===== config.mk =====
export PLATFORM = sky130hd
export DESIGN_NAME = axis_sync_action_unit
export DESIGN_NICKNAME = d
export VERILOG_FILES = /design/src/pkg/sync_action_pkg.sv /design/src/pkg/axis_event_if.sv /design/src/rtl/axis_event_unit.sv /design/src/rtl/axis_sync_action_unit.sv
export SDC_FILE = /design/constraint.sdc
export NUM_CORES = 2
export LEC_CHECK = 0
export ABC_AREA = 1
export ABC_CLOCK_PERIOD_IN_PS = 4300
export BUFFER_PORTS_ARGS = -buffer_cell sky130_fd_sc_hd__buf_4
export CORE_AREA = 2 2 268 270
export CTS_CLUSTER_DIAMETER = 60
export DETAILED_ROUTE_END_ITERATION = 6
export DIE_AREA = 0 0 270 272
export GPL_TIMING_DRIVEN = 0
export PLACE_DENSITY_LB_ADDON = 0.08
export SLEW_MARGIN = 20
export SYNTH_ARGS = -nofsm -noshare
export SYNTH_HDL_FRONTEND = slang
export SYNTH_SLANG_ARGS = --single-unit

===== constraint.sdc =====
create_clock -name clk_i -period 4.3 [get_ports clk_i]
set_input_delay 0.43 -clock clk_i [delete_from_list [all_inputs] [get_ports clk_i]]
set_output_delay 0.43 -clock clk_i [all_outputs]
set_load 0.02 [all_outputs]

===== src/pkg/sync_action_pkg.sv =====
// constants shared by the synchronous action unit and its event units
package sync_action_pkg;

   // ***********************************************************
   // geometry
   // ***********************************************************
   localparam int NUM_AXES = 4;
   localparam int TRIG_W = 10;
   localparam int ACT_W = 12;

   // ***********************************************************
   // register byte offsets
   // ***********************************************************
   localparam logic [5:0] DATA1_OFS = 6'h00;
   localparam logic [5:0] DATA2_OFS = 6'h04;
   localparam logic [5:0] CMD_OFS = 6'h08;
   localparam logic [5:0] MODE2_OFS = 6'h0C;
   localparam logic [5:0] STAT3_OFS = 6'h10;
   localparam logic [5:0] SBUF_OFS = 6'h20;

   // ***********************************************************
   // command word layout and codes
   // ***********************************************************
   localparam int CMD_CODE_LSB = 0;
   localparam int CMD_AXES_LSB = 8;
   localparam logic [7:0] CMD_LP_READ = 8'h10;
   localparam logic [7:0] CMD_EXT_MODE = 8'h60;
   localparam logic [7:0] CMD_SYNC_MODE = 8'h64;
   localparam logic [7:0] CMD_SYNC_ACT = 8'h65;

   // ***********************************************************
   // trigger word fields
   // ***********************************************************
   localparam int TRG_GE_UPPER = 0;
   localparam int TRG_LT_UPPER = 1;
   localparam int TRG_LT_LOWER = 2;
   localparam int TRG_GE_LOWER = 3;
   localparam int TRG_DRV_START = 4;
   localparam int TRG_DRV_END = 5;
   localparam int TRG_IN3_RISE = 6;
   localparam int TRG_IN3_FALL = 7;
   localparam int TRG_LP_READ = 8;
   localparam int TRG_SYNC_CMD = 9;
   localparam int OTHER_AXIS_LSB = 13;

   // ***********************************************************
   // action word fields
   // ***********************************************************
   localparam int ACT_FIXED_DRIVE_PLUS_PLUS = 0;
   localparam int ACT_LPOS_SAVE = 6;
   localparam int ACT_RPOS_SAVE = 7;
   localparam int ACT_SYNC_OUT = 14;
   localparam int ACT_IRQ = 15;

   // ***********************************************************
   // status, extension mode, reset values, timing
   // ***********************************************************
   localparam int STAT3_SYNC_BIT = 9;
   localparam int EXT_DCC_EN = 0;
   localparam int EXT_DCC_LVL = 1;
   localparam int EXT_WIDTH_LSB = 8;
   localparam logic [15:0] WORD_RESET = 16'h0000;
   localparam logic [31:0] BUF_RESET = 32'h0000_0000;
   localparam logic [7:0] DCC_WIDTH_RESET = 8'h01;
   localparam int EVENT_TO_PULSE_CYCLES = 5;

endpackage : sync_action_pkg


===== src/pkg/axis_event_if.sv =====
// signals between the action unit and one axis event unit
interface axis_event_if;
   logic [9:0] trig;
   logic cmp_src;
   logic [31:0] lpos;
   logic [31:0] rpos;
   logic [31:0] cmp_hi;
   logic [31:0] cmp_lo;
   logic busy;
   logic in3;
   logic lp_read;
   logic act_cmd;
   logic fire;

   modport unit (
      input trig, cmp_src, lpos, rpos, cmp_hi, cmp_lo,
      input busy, in3, lp_read, act_cmd,
      output fire
   );
   modport ctrl (
      output trig, cmp_src, lpos, rpos, cmp_hi, cmp_lo,
      output busy, in3, lp_read, act_cmd,
      input fire
   );
endinterface : axis_event_if


===== src/rtl/axis_event_unit.sv =====
// per-axis trigger event detector of the synchronous action unit
module axis_event_unit
   import sync_action_pkg::*;
(
   // clock and reset
   input wire logic clk_i,
   input wire logic reset_i,
   // link to the action unit
   axis_event_if.unit ev
);

   // ***********************************************************
   // condition levels and their first cycle
   // ***********************************************************
   logic signed [31:0] pos;
   logic [TRIG_W-1:0] cond_d;
   logic [TRIG_W-1:0] cond_q;
   logic [TRIG_W-1:0] prev_q;
   logic [TRIG_W-1:0] pulse;
   logic fire_q;

   assign pos = ev.cmp_src ? ev.rpos : ev.lpos; // RULE4

   always_comb begin
      cond_d = '0;
      cond_d[TRG_GE_UPPER] = pos >= $signed(ev.cmp_hi); // RULE4
      cond_d[TRG_LT_UPPER] = pos < $signed(ev.cmp_hi); // RULE5
      cond_d[TRG_LT_LOWER] = pos < $signed(ev.cmp_lo); // RULE6
      cond_d[TRG_GE_LOWER] = pos >= $signed(ev.cmp_lo); // RULE7
      cond_d[TRG_DRV_START] = ev.busy; // RULE8
      cond_d[TRG_DRV_END] = ~ev.busy; // RULE8
      cond_d[TRG_IN3_RISE] = ev.in3; // RULE8
      cond_d[TRG_IN3_FALL] = ~ev.in3; // RULE8
      cond_d[TRG_LP_READ] = ev.lp_read; // RULE9
      cond_d[TRG_SYNC_CMD] = ev.act_cmd; // RULE10
   end

   always_ff @(posedge clk_i) begin
      if (reset_i) begin
         cond_q <= '0;
         prev_q <= '0;
      end else begin
         cond_q <= cond_d;
         prev_q <= cond_q;
      end
   end

   // levels fire once on entry; command events are already pulses
   always_comb begin
      pulse = cond_q & ~prev_q; // RULE24
      pulse[TRG_LP_READ] = cond_q[TRG_LP_READ];
      pulse[TRG_SYNC_CMD] = cond_q[TRG_SYNC_CMD];
   end

   always_ff @(posedge clk_i) begin
      if (reset_i) begin
         fire_q <= 1'b0;
      end else begin
         fire_q <= |(pulse & ev.trig); // RULE1 RULE3 RULE24
      end
   end

   assign ev.fire = fire_q;
endmodule : axis_event_unit


===== src/rtl/axis_sync_action_unit.sv =====
// four-axis synchronous action unit with an avalon-mm register slave
//
// Summary of operation
// RULE1 - an enabled trigger of an axis starts its enabled actions at once
// RULE2 - mode command latches trigger word and action word for chosen axes
// RULE3 - trigger and other-axis bits enable with 1, disable with 0
// RULE4 - D0 fires when selected counter reaches upper value
// RULE5 - D1 fires when compared counter falls below upper value
// RULE6 - D2 fires when compared counter falls below lower value
// RULE7 - D3 fires when compared counter reaches lower value
// RULE8 - D4/D5 drive start/end, D6/D7 input 3 rise/fall
// RULE9 - D8 fires when logical position read command is written
// RULE10 - D9 fires on the activation command
// RULE11 - D15..D13 extend own event to other axes in rotated order
// RULE12 - actions D0..D3 start fixed or continuous drives plus or minus
// RULE13 - D4 decelerating stop, D5 instant stop
// RULE14 - D6 saves logical, D7 saves real counter into sync buffer
// RULE15 - D8/D9 load 32-bit data into logical/real counter
// RULE16 - D10 loads pulse count, D11 loads drive speed from data
// RULE17 - D14 pulses drive change output set by extension mode
// RULE18 - D15 asserts interrupt and sets sync flag of status 3
// RULE19 - reading status 3 clears flags and releases interrupt
// RULE20 - reset disables all triggers and actions
// RULE21 - other-axis actions run in the same cycle as own actions
// RULE22 - event to first output pulse takes five clock cycles
// RULE23 - host writes zero to action bits D12 and D13
// RULE24 - enabled triggers are ORed, each sensed as a single pulse
//
// The Avalon-MM interface to the registers and the placing of the registers were chosen for this implementation.
module axis_sync_action_unit
   import sync_action_pkg::*;
(
   // clock and reset
   input wire logic clk_i,
   input wire logic reset_i,
   // register bus
   input wire logic [5:0] avs_address_i,
   input wire logic avs_read_i,
   input wire logic avs_write_i,
   input wire logic [31:0] avs_writedata_i,
   input wire logic [3:0] avs_byteenable_i,
   output logic [31:0] avs_readdata_o,
   output logic avs_waitrequest_o,
   // axis state from the motion core
   input wire logic [NUM_AXES-1:0][31:0] logical_pos_i,
   input wire logic [NUM_AXES-1:0][31:0] real_pos_i,
   input wire logic [NUM_AXES-1:0][31:0] cmp_upper_i,
   input wire logic [NUM_AXES-1:0][31:0] cmp_lower_i,
   input wire logic [NUM_AXES-1:0] drive_busy_i,
   input wire logic [NUM_AXES-1:0] axis_input3_pin_i,
   // actions toward the motion core
   output logic [NUM_AXES-1:0][ACT_W-1:0] action_pulse_o,
   output logic [31:0] load_value_o,
   // pins
   output logic [NUM_AXES-1:0] drive_change_output_o,
   output logic interrupt_out_n_o,
   output logic interrupt_oe_o
);

   // ***********************************************************
   // helpers
   // ***********************************************************
   function automatic logic [15:0] merge16(input logic [15:0] old,
                                           input logic [15:0] nw,
                                           input logic [1:0] be);
      merge16 = old;
      if (be[0]) begin
         merge16[7:0] = nw[7:0];
      end
      if (be[1]) begin
         merge16[15:8] = nw[15:8];
      end
   endfunction

   // axis reached by other-axis bit k-1 of axis b
   function automatic logic [1:0] target_axis(input logic [1:0] b,
                                              input logic [1:0] k);
      target_axis = b + k;
   endfunction

   // ***********************************************************
   // bus slave: one wait cycle, then the access completes
   // ***********************************************************
   logic wait_q;
   logic [31:0] rdata_q;
   logic [31:0] rd_mux;
   logic wr_acc;
   logic rd_acc;
   logic [3:0] idx;
   logic cmd_wr;
   logic [7:0] cmd_code;
   logic [NUM_AXES-1:0] cmd_axes;

   assign idx = avs_address_i[5:2];
   assign wr_acc = avs_write_i & ~wait_q;
   assign rd_acc = avs_read_i & ~wait_q;
   assign cmd_wr = wr_acc && idx == CMD_OFS[5:2] && avs_byteenable_i[0];
   assign cmd_code = avs_writedata_i[CMD_CODE_LSB +: 8];
   assign cmd_axes = avs_writedata_i[CMD_AXES_LSB +: NUM_AXES];

   always_ff @(posedge clk_i) begin
      if (reset_i) begin
         wait_q <= 1'b1;
      end else begin
         wait_q <= ~((avs_read_i | avs_write_i) & wait_q);
      end
   end

   always_ff @(posedge clk_i) begin
      if (reset_i) begin
         rdata_q <= 32'h0000_0000;
      end else if (avs_read_i & wait_q) begin
         rdata_q <= rd_mux;
      end
   end

   assign avs_waitrequest_o = wait_q;
   assign avs_readdata_o = rdata_q;

   // ***********************************************************
   // host registers
   // ***********************************************************
   logic [15:0] data1_q;
   logic [15:0] data2_q;
   logic [NUM_AXES-1:0] cmp_src_q;
   logic [NUM_AXES-1:0][TRIG_W-1:0] trig_q;
   logic [NUM_AXES-1:0][2:0] other_q;
   logic [NUM_AXES-1:0][15:0] act_q;
   logic [NUM_AXES-1:0] dcc_en_q;
   logic [NUM_AXES-1:0] dcc_lvl_q;
   logic [NUM_AXES-1:0][7:0] dcc_width_q;
   logic [NUM_AXES-1:0] lp_read_q;
   logic [NUM_AXES-1:0] act_cmd_q;

   always_ff @(posedge clk_i) begin
      if (reset_i) begin
         data1_q <= WORD_RESET;
         data2_q <= WORD_RESET;
         cmp_src_q <= '0;
      end else if (wr_acc) begin
         if (idx == DATA1_OFS[5:2]) begin
            data1_q <= merge16(data1_q, avs_writedata_i[15:0],
                               avs_byteenable_i[1:0]);
         end
         if (idx == DATA2_OFS[5:2]) begin
            data2_q <= merge16(data2_q, avs_writedata_i[15:0],
                               avs_byteenable_i[1:0]);
         end
         if (idx == MODE2_OFS[5:2] && avs_byteenable_i[0]) begin
            cmp_src_q <= avs_writedata_i[NUM_AXES-1:0]; // RULE4
         end
      end
   end

   // mode and extension commands act on every selected axis
   always_ff @(posedge clk_i) begin
      if (reset_i) begin
         trig_q <= '0; // RULE20
         other_q <= '0; // RULE20
         act_q <= '0; // RULE20
         dcc_en_q <= '0;
         dcc_lvl_q <= '0;
         dcc_width_q <= {NUM_AXES{DCC_WIDTH_RESET}};
      end else if (cmd_wr) begin
         for (int a = 0; a < NUM_AXES; a++) begin
            if (cmd_axes[a] && cmd_code == CMD_SYNC_MODE) begin
               trig_q[a] <= data1_q[TRIG_W-1:0]; // RULE2 RULE3
               other_q[a] <= data1_q[OTHER_AXIS_LSB +: 3]; // RULE2 RULE3
               act_q[a] <= data2_q; // RULE2
            end
            if (cmd_axes[a] && cmd_code == CMD_EXT_MODE) begin
               dcc_en_q[a] <= data1_q[EXT_DCC_EN]; // RULE17
               dcc_lvl_q[a] <= data1_q[EXT_DCC_LVL]; // RULE17
               dcc_width_q[a] <= data1_q[EXT_WIDTH_LSB +: 8]; // RULE17
            end
         end
      end
   end

   always_ff @(posedge clk_i) begin
      if (reset_i) begin
         lp_read_q <= '0;
         act_cmd_q <= '0;
      end else begin
         lp_read_q <= cmd_wr && cmd_code == CMD_LP_READ ? cmd_axes : '0;
         act_cmd_q <= cmd_wr && cmd_code == CMD_SYNC_ACT ? cmd_axes : '0;
      end
   end

   // ***********************************************************
   // input 3 pins cross in from outside
   // ***********************************************************
   logic [NUM_AXES-1:0] in3_meta_q;
   logic [NUM_AXES-1:0] in3_sync_q;

   always_ff @(posedge clk_i) begin
      if (reset_i) begin
         in3_meta_q <= '0;
         in3_sync_q <= '0;
      end else begin
         in3_meta_q <= axis_input3_pin_i;
         in3_sync_q <= in3_meta_q;
      end
   end

   // ***********************************************************
   // event units
   // ***********************************************************
   logic [NUM_AXES-1:0] fire;

   for (genvar g = 0; g < NUM_AXES; g++) begin : g_axis
      axis_event_if ev ();
      assign ev.trig = trig_q[g];
      assign ev.cmp_src = cmp_src_q[g];
      assign ev.lpos = logical_pos_i[g];
      assign ev.rpos = real_pos_i[g];
      assign ev.cmp_hi = cmp_upper_i[g];
      assign ev.cmp_lo = cmp_lower_i[g];
      assign ev.busy = drive_busy_i[g];
      assign ev.in3 = in3_sync_q[g];
      assign ev.lp_read = lp_read_q[g];
      assign ev.act_cmd = act_cmd_q[g];
      assign fire[g] = ev.fire;
      axis_event_unit u_event (
         .clk_i(clk_i),
         .reset_i(reset_i),
         .ev(ev.unit)
      );
   end

   // ***********************************************************
   // activation fan-out and fixed pipeline to the actions
   // ***********************************************************
   logic [NUM_AXES-1:0] go_d;
   logic [NUM_AXES-1:0] go_q;
   logic [NUM_AXES-1:0] go2_q;

   always_comb begin
      go_d = fire; // RULE1
      for (int b = 0; b < NUM_AXES; b++) begin
         for (int k = 1; k < NUM_AXES; k++) begin
            if (fire[b] && other_q[b][k-1]) begin
               go_d[target_axis(2'(b), 2'(k))] = 1'b1; // RULE11 RULE21
            end
         end
      end
   end

   // pipeline padded so that compare and drive events see the same delay; input 3 adds two synchronizer cycles and the commands one register cycle
   always_ff @(posedge clk_i) begin
      if (reset_i) begin
         go_q <= '0;
         go2_q <= '0;
      end else begin
         go_q <= go_d; // RULE22
         go2_q <= go_q; // RULE22
      end
   end

   always_ff @(posedge clk_i) begin
      if (reset_i) begin
         action_pulse_o <= '0;
         load_value_o <= 32'h0000_0000;
      end else begin
         load_value_o <= {data2_q, data1_q}; // RULE15 RULE16
         for (int a = 0; a < NUM_AXES; a++) begin
            // drives, stops and loads leave as one strobe each
            action_pulse_o[a] <= go2_q[a] // RULE12 RULE13 RULE15 RULE16
               ? act_q[a][ACT_W-1:0] : '0;
         end
      end
   end

   // ***********************************************************
   // sync buffers
   // ***********************************************************
   logic [NUM_AXES-1:0][31:0] sbuf_q;

   always_ff @(posedge clk_i) begin
      if (reset_i) begin
         sbuf_q <= {NUM_AXES{BUF_RESET}};
      end else begin
         for (int a = 0; a < NUM_AXES; a++) begin
            if (go2_q[a] && act_q[a][ACT_LPOS_SAVE]) begin
               sbuf_q[a] <= logical_pos_i[a]; // RULE14
            end else if (go2_q[a] && act_q[a][ACT_RPOS_SAVE]) begin
               sbuf_q[a] <= real_pos_i[a]; // RULE14
            end
         end
      end
   end

   // ***********************************************************
   // sync flags and interrupt
   // ***********************************************************
   logic [NUM_AXES-1:0] flag_q;
   logic [NUM_AXES-1:0] flag_d;

   always_comb begin
      for (int a = 0; a < NUM_AXES; a++) begin
         // a new event beats the read-clear in the same cycle
         flag_d[a] = (flag_q[a] & ~(rd_acc &&
                      idx == 4'(STAT3_OFS[5:2] + a))) // RULE19
                     | (go2_q[a] & act_q[a][ACT_IRQ]); // RULE18
      end
   end

   always_ff @(posedge clk_i) begin
      if (reset_i) begin
         flag_q <= '0;
         interrupt_out_n_o <= 1'b1;
         interrupt_oe_o <= 1'b0;
      end else begin
         flag_q <= flag_d;
         interrupt_out_n_o <= ~|flag_d; // RULE18 RULE19
         interrupt_oe_o <= |flag_d; // RULE18 RULE19
      end
   end

   // ***********************************************************
   // drive change output pulses
   // ***********************************************************
   logic [NUM_AXES-1:0][7:0] dcc_cnt_q;

   always_ff @(posedge clk_i) begin
      if (reset_i) begin
         dcc_cnt_q <= '0;
         drive_change_output_o <= '1;
      end else begin
         for (int a = 0; a < NUM_AXES; a++) begin
            if (go2_q[a] && act_q[a][ACT_SYNC_OUT] && dcc_en_q[a]) begin
               // a width of zero still gives one cycle
               dcc_cnt_q[a] <= dcc_width_q[a] == 8'h00
                  ? 8'h01 : dcc_width_q[a]; // RULE17
            end else if (dcc_cnt_q[a] != 8'h00) begin
               dcc_cnt_q[a] <= dcc_cnt_q[a] - 8'h01;
            end
            drive_change_output_o[a] <= dcc_cnt_q[a] != 8'h00
               ? dcc_lvl_q[a] : ~dcc_lvl_q[a]; // RULE17
         end
      end
   end

   // ***********************************************************
   // read mux; trigger and action words are write only
   // ***********************************************************
   always_comb begin
      rd_mux = 32'h0000_0000;
      if (idx == DATA1_OFS[5:2]) begin
         rd_mux[15:0] = data1_q;
      end else if (idx == DATA2_OFS[5:2]) begin
         rd_mux[15:0] = data2_q;
      end else if (idx == MODE2_OFS[5:2]) begin
         rd_mux[NUM_AXES-1:0] = cmp_src_q;
      end else if (idx[3:2] == STAT3_OFS[5:4]) begin
         rd_mux[STAT3_SYNC_BIT] = flag_q[idx[1:0]];
      end else if (idx[3:2] == SBUF_OFS[5:4]) begin
         rd_mux = sbuf_q[idx[1:0]];
      end
   end
endmodule : axis_sync_action_unit


* Yosys cells after proc, flatten, opt, wreduce, memory -nomap -nowiden
Index checks and enable logic that the tools add are counted.
** Storage, ports and cells
- Flip-flop bits (word level) :: 575
- Input port bits :: 566
- Output and inout bits :: 119
- Word-level logic and storage cells :: 294
** Cells by class
- Order comparisons :: 17
- Bitwise logic cells :: 53
- Reduce and logical (&&, ||, !) cells :: 87
- $add $sub $neg :: 4
- Multiplexer cells :: 54
- Eq/ne operators :: 13
** Operator list (count)
- 32-bit 2-to-1 mux :: 14
- 32-bit greater-or-equal comparator :: 8
- 32-bit < comparator :: 8
- 8-bit 2-to-1 mux :: 12
- 32-bit binary-select mux with 2-bit select :: 1
- 16-bit 2-to-1 mux :: 4
- 1-bit logical AND :: 45
- 10-bit AND :: 4
- 10-bit OR reduction :: 4
- 8-bit AND :: 4
- 8-bit logical NOT :: 4
- 8-bit inverter :: 4
- 8-bit nonzero test :: 4
- 8-bit by 1-bit subtractor with 8-bit output, second input constant :: 4
- 28-bit 2-to-1 mux :: 1
- 8-bit by 7-bit == test with 1-bit output, second input constant :: 3
- 1-bit inverter :: 24
- 22-bit 2-to-1 mux :: 1
- 1-bit 2-to-1 mux :: 18
- 2-bit AND reduction :: 9
- 4-bit by 3-bit == test with 1-bit output, second input constant :: 4
- 2-bit nonzero test :: 8
- 1-bit AND :: 12
- 3-bit AND reduction :: 4
- other kinds (14) :: 24

* Longest topological paths before layout
- Depth in word-level cells :: 8
- Gate-level depth with buffers :: 20
- Gate-level depth less buffers :: 18

* Modules after synthesis
From an unflattened synthesis, not the netlist that was laid out.
** Unflattened totals
- Cells, all modules :: 4064
- Area total of the unflattened synthesis :: 30086.4 um^2
** Modules (own cells, without submodules)
- axis_sync_action_unit :: cells an instance 2501, area each 19078.3 um^2, sequential area each 9829.4 um^2, instances 1
- axis_event_unit (g_axis[2].u_event) :: cells an instance 394, area each 2772.7 um^2, sequential area each 380.4 um^2, instances 1
- axis_event_unit (g_axis[0].u_event) :: cells an instance 392, area each 2756.4 um^2, sequential area each 380.4 um^2, instances 1
- axis_event_unit (g_axis[1].u_event) :: cells an instance 389, area each 2753.9 um^2, sequential area each 380.4 um^2, instances 1
- axis_event_unit (g_axis[3].u_event) :: cells an instance 388, area each 2725.1 um^2, sequential area each 380.4 um^2, instances 1

* Worst setup path before layout
OpenSTA, ideal clock, no wires.
- Path type :: reg-to-reg
- From :: register cmp_src_q[3]
- To :: register g_axis[3].u_event.cond_q[0]
- Period minus slack after synthesis :: 2.506 ns
- Cell stages (with the launch flop) :: 14
- Required time :: 4.190 ns
- Setup slack :: 1.794 ns
- Data arrival time :: 2.397 ns
- Library setup time :: 0.110 ns
- Path buffers :: 2
- Path through :: dfxtp_1 clkbuf_1 clkbuf_1 mux2_2 ha_1 nand2_1 nor2_1 nand2_1 nor4_1 nand2_1 nand3_1 nand3_1 nand2_1 inv_1
** Between the ends
- Word-level cells in the longest chain between the ends :: 2
** RTL lines
- start, declared :: line axis_sync_action_unit.sv:125 : logic [NUM_AXES-1:0] cmp_src_q;
- start signal, assigned :: line axis_sync_action_unit.sv:150 : cmp_src_q <= avs_writedata_i[NUM_AXES-1:0];
- 32-bit 2-to-1 mux :: line axis_event_unit.sv:22 : assign pos = ev.cmp_src ? ev.rpos : ev.lpos;
- 32-bit greater-or-equal comparator :: line axis_event_unit.sv:26 : cond_d[TRG_GE_UPPER] = pos >= $signed(ev.cmp_hi);
- end signal, assigned :: line axis_event_unit.sv:43 : cond_q <= cond_d;
- end, declared :: line axis_event_unit.sv:17 : logic [TRIG_W-1:0] cond_q;
No other way between the ends.
A chain may end at the register's enable or synchronous reset.

* Worst setup path in the final report
- From :: register cmp_src_q[1]
- To :: register g_axis[1].u_event.cond_q[0]
** Between the ends
- Word-level cells in the longest chain between the ends :: 2
** RTL lines (line)
- 32-bit 2-to-1 mux :: axis_event_unit.sv:22
- 32-bit greater-or-equal comparator :: axis_event_unit.sv:26
- end signal, assigned :: axis_event_unit.sv:43
- end, declared :: axis_event_unit.sv:17
No other way between the ends.

==> impl_table.tex <==
\begin{tabular}{lr}
\hline
Metric & Value \\
\hline
\multicolumn{2}{l}{\textbf{Clocking}} \\
Clk sink count & 567 \\
Number of buffers created by CTS & 59 \\
Clock Latency Late Sink & 0.65 ns \\
Clock edge transition at the registers on the reported setup and hold paths & 0.06 ns \\
Clock tree from TritonCTS & built \\
H-tree lvl count & 2 \\
Count of instances resized after the clock tree is built & 0 \\
Number of buffers on the longest clock path & 3 \\
Clock root buffer & sky130\_fd\_sc\_hd\_\_clkbuf\_16 \\
\multicolumn{2}{l}{\textbf{Power}} \\
Pwr per Cell Area & 357 mW/mm² \\
Proportion of total power due to net switching & 27.4\% \\
Switch Pwr & 3.64 mW \\
Internal & 9.65 mW \\
Reg power frac & 41.6\% \\
Worst vdd rail ir drop & 0.000332 V \\
Fraction of power consumed by the clock network & 40.7\% \\
Reported leakage power & 17.8 nW \\
Fraction of power consumed by combinational cells & 17.7\% \\
\multicolumn{2}{l}{\textbf{Worst setup path}} \\
Slowest cell on crit path & sky130\_fd\_sc\_hd\_\_clkbuf\_1 \\
Critical Path Sink Type & flop \\
Critical path arrival & 4.04 ns \\
Crit Path Max Fanout & 10 \\
Crit path launch & cmp\_src\_q[1] \\
Top cell by count, worst path & sky130\_fd\_sc\_hd\_\_nand2\_1 \\
Reg-to-reg critical path startpoint & cmp\_src\_q[1] \\
Required time of the critical path & 4.74 ns \\
Startpoint-to-endpoint class of the critical path & flop to flop \\
CP Launch Type & flop \\
Max incr delay on CP & 0.68 ns \\
Cell-by-cell listing of the critical path & clkbuf\_1 -> clkbuf\_1 -> mux2\_2 -> ha\_1 -> nand2\_1 -> nor2\_1 -> nand2\_1 -> nor4\_1 -> nand2\_1 -> nand2\_1 -> nand2\_1 -> nand2\_1 -> a21oi\_1 \\
\multicolumn{2}{l}{\textbf{Yosys}} \\
Sequential element share of the synthesized area & 39.2\% \\
Leading register cell type out of synthesis & sky130\_fd\_sc\_hd\_\_dfxtp\_1 \\
Most area-hungry cell type in the Yosys netlist & sky130\_fd\_sc\_hd\_\_dfxtp\_1 \\
Flip-flop and latch count after synthesis & 567 \\
Number of enable-type register cells in the synthesized netlist & 0 \\
Net count after synthesis & 4,738 \\
Top cells by area in the synthesized netlist & sky130\_fd\_sc\_hd\_\_dfxtp\_1 39\%, sky130\_fd\_sc\_hd\_\_ha\_1 11\%, sky130\_fd\_sc\_hd\_\_nand2\_1 9.9\% \\
Synth Cell Area & 0.0289 mm² \\
Count of unique library cells instantiated by Yosys & 41 \\
Share of async-settable or async-resettable flops after synthesis & 0\% \\
Synthesized area divided by synthesized cell count & 7.41 µm² \\
Synth warnings & 0 \\
Cell count after synthesis & 3,908 \\
Yosys top cell area share & 39.2\% \\
\multicolumn{2}{l}{\textbf{Finish}} \\
FILL cells & 7,087 \\
Fraction of layout cells with a size suffix above 1 & 18.6\% \\
Final core utilization & 52.6\% \\
Most frequent standard cell in the layout excluding fill and tap cells & sky130\_fd\_sc\_hd\_\_nand2\_1 \\
Post-layout instance count excluding filler cells & 5,638 \\
Layout Nets & 5,471 \\
Area overhead of the layout relative to synthesis & 28.7\% \\
Storage element area & 0.0114 mm² \\
Area used by multi-input combinational logic & 0.0149 mm² \\
Most frequent cells in the layout & 761 x sky130\_fd\_sc\_hd\_\_nand2\_1, 666 x sky130\_fd\_sc\_hd\_\_buf\_4, 567 x sky130\_fd\_sc\_hd\_\_dfxtp\_1, 505 x sky130\_fd\_sc\_hd\_\_inv\_1, 489 x sky130\_fd\_sc\_hd\_\_a21oi\_1 \\
\multicolumn{2}{l}{\textbf{STA}} \\
Total of endpoints with negative setup slack in the final report & 0 \\
Post-route minimum period & 3.60 ns \\
Fin crit share & 83.6\% \\
Max Clk Rate & 278 MHz \\
Final Hold Violating Endpoints & 0 \\
Final setup skew & 0.0365 ns \\
Number of slew-limit violations in the final report & 0 \\
Worst slew margin relative to its limit & 28.8\% \\
Setup TNS & 0 ns \\
Slew at the pin closest to its max-slew limit & 1.07 ns \\
Unrepaired setup endpoints after global routing & no \\
\multicolumn{2}{l}{\textbf{Floorplanning}} \\
Area of the die & 0.0734 mm² \\
Core Region & 0.0708 mm² \\
Number of rows created at floorplan & 98 \\
Initial Utilization & 40.9\% \\
X dimension of the die & 270 µm \\
Count of pins on the block boundary & 685 \\
Die boundary height & 272 µm \\
\multicolumn{2}{l}{\textbf{Place}} \\
Number of buffers inserted by port buffering & 663 \\
Number of placed cells counting well taps & 5,521 \\
Post-detailed-placement half-perimeter wirelength & 100 mm \\
Final GP Congestion & 0.980 \\
\multicolumn{2}{l}{\textbf{Global route}} \\
Global-route wire length before repair & 176 mm \\
Global routing usage summed across all routing layers & 31.9\% \\
Maximum number of pins on one net before global-route repair & 17 \\
Initial antenna violation count & 10 \\
Overflow left after global routing & 0 \\
Via count of the first global-routing pass & 27,700 \\
\multicolumn{2}{l}{\textbf{Drt}} \\
Total via count after detailed routing & 29,400 \\
Residual antenna-violating net count after detailed routing & 0 \\
Detailed-route wire length & 122 mm \\
Number of detailed-routing iterations run before antenna repair & 6 \\
Routed wire per std cell & 21.6 µm \\
Iteration-0 DRC Markers & 2,419 \\
Residual DRC & 0 \\
Mean number of vias per cell & 5.22 \\
\multicolumn{2}{l}{\textbf{Run status}} \\
Outcome & complete, no violations \\
\multicolumn{2}{l}{\textbf{Worst hold path}} \\
Kind of path behind the tightest hold check & input port to flop \\
Startpoint of the lowest-slack hold path & axis\_input3\_pin\_i[2] \\
\multicolumn{2}{l}{\textbf{Run}} \\
Max-cap violations & 0 \\
\hline
\end{tabular}
==> cells by family after synthesis <==
group / share of synthesized area [%]
AOI/OAI and AO/OA: 20.2
xor gates and xnor gates: 0.726
adders and majority gates: 11.4
buffers and inverters: 9.16
DFF: 39.2
muxes: 2.55
and+or+nand+nor: 16.8
==> final timing paths <==
check                                 to  slack (ns)  cells past startpoint
min                        in3_meta_q[2]        0.03                      3
max reg2reg  g_axis[1].u_event.cond_q[0]        0.70                     13
min reg2reg  g_axis[3].u_event.cond_q[8]        0.40                      2
max          g_axis[1].u_event.cond_q[0]        0.70                     13
==> power groups by stage <==
stage	Clock, mW	Combinational, mW	Sequential (mW)
global placement	0	2.30	5.64
finish	5.41	2.35	5.53
CTS	5.46	2.35	5.53
floorplan	0	1.37	5.64
detailed placement	0	2.32	5.64
global route	5.68	2.64	5.54
==> cell type report <==
type,instances,share of cell area (%)
diodes,2,0.0134
plain buffers,178,1.92
clock buffers,77,4.33
clock inverters,29,1.13
inverters,516,5.20
multi-input cells,2647,40.1
flip-flops and latches,567,30.5
well taps,950,3.19
repair buffers,672,13.6
==> metal layers <==
metal  routed length [µm]  global-route usage (%)  vias up
li1                     -                       -    14500
met1                51100                    41.3    13700
met2                57900                    54.3     1095
met3                 9010                    5.27      185
met4                 3720                    9.69       16
met5                  100                       0        -
==> worst max-delay path: cells and delay by family (launching register included) <==
kind | cells | cell delay (ns)
and+or+nand+nor | 8 | 1.11
muxes | 1 | 0.45
adders and majority gates | 1 | 0.32
AOI/OAI and AO/OA | 1 | 0.07
buffers and inverters | 2 | 1.14
DFF | 1 | 0.30
==> metrics by stage <==
| step | area (µm²) | power [mW] | worst slack [ns] | hold slack, ns |
|---|---|---|---|---|
| finish | 37200 | 13.3 | 0.705 | 0.0326 |
| global route | 37200 | 13.9 | 0.422 | 0.0535 |
| CTS | 37200 | 13.3 | 0.702 | 0.00688 |
| detailed placement | 35100 | 7.96 | 0.738 | 0.393 |
| global placement | 35100 | 7.94 | 0.777 | 0.389 |
| floorplan | 28900 | 7.01 | 1.79 | 0.386 |
==> timing repair <==
action | 4_1_cts | 5_1_grt
endpoints found under the hold margin | 10 | 0
hold buffers | 9 | 0
buffers inserted | 0 | 0
==> synth_stat cells, types with 13 or more instances <==
master and n:
sky130_fd_sc_hd__ha_1 264, sky130_fd_sc_hd__nand4_1 37, sky130_fd_sc_hd__nand2_1 761, sky130_fd_sc_hd__a21oi_1 489, sky130_fd_sc_hd__clkbuf_1 137, sky130_fd_sc_hd__buf_2 27, sky130_fd_sc_hd__inv_1 505, sky130_fd_sc_hd__o21ai_0 352
sky130_fd_sc_hd__nor2_1 320, sky130_fd_sc_hd__o22ai_1 131, sky130_fd_sc_hd__o21a_1 13, sky130_fd_sc_hd__nor3_1 20, sky130_fd_sc_hd__a22oi_1 36, sky130_fd_sc_hd__dfxtp_1 567, sky130_fd_sc_hd__nand3_1 40, sky130_fd_sc_hd__mux2_2 62
==> sequential cells by signal, summed over array words and instances, names as in the netlist, 12 cells and up <==
| name | flops |
|---|---|
| act_q | 56 |
| data2_q | 16 |
| g_axis.u_event.cond_q | 40 |
| dcc_width_q | 32 |
| data1_q | 16 |
| other_q | 12 |
| avs_readdata_o | 32 |
| action_pulse_o | 48 |
| load_value_o | 32 |
| g_axis.u_event.prev_q | 32 |
| sbuf_q | 128 |
| g_axis.ev.trig | 40 |
| dcc_cnt_q | 32 |
Note: power is estimated with default switching activity, not from simulation.
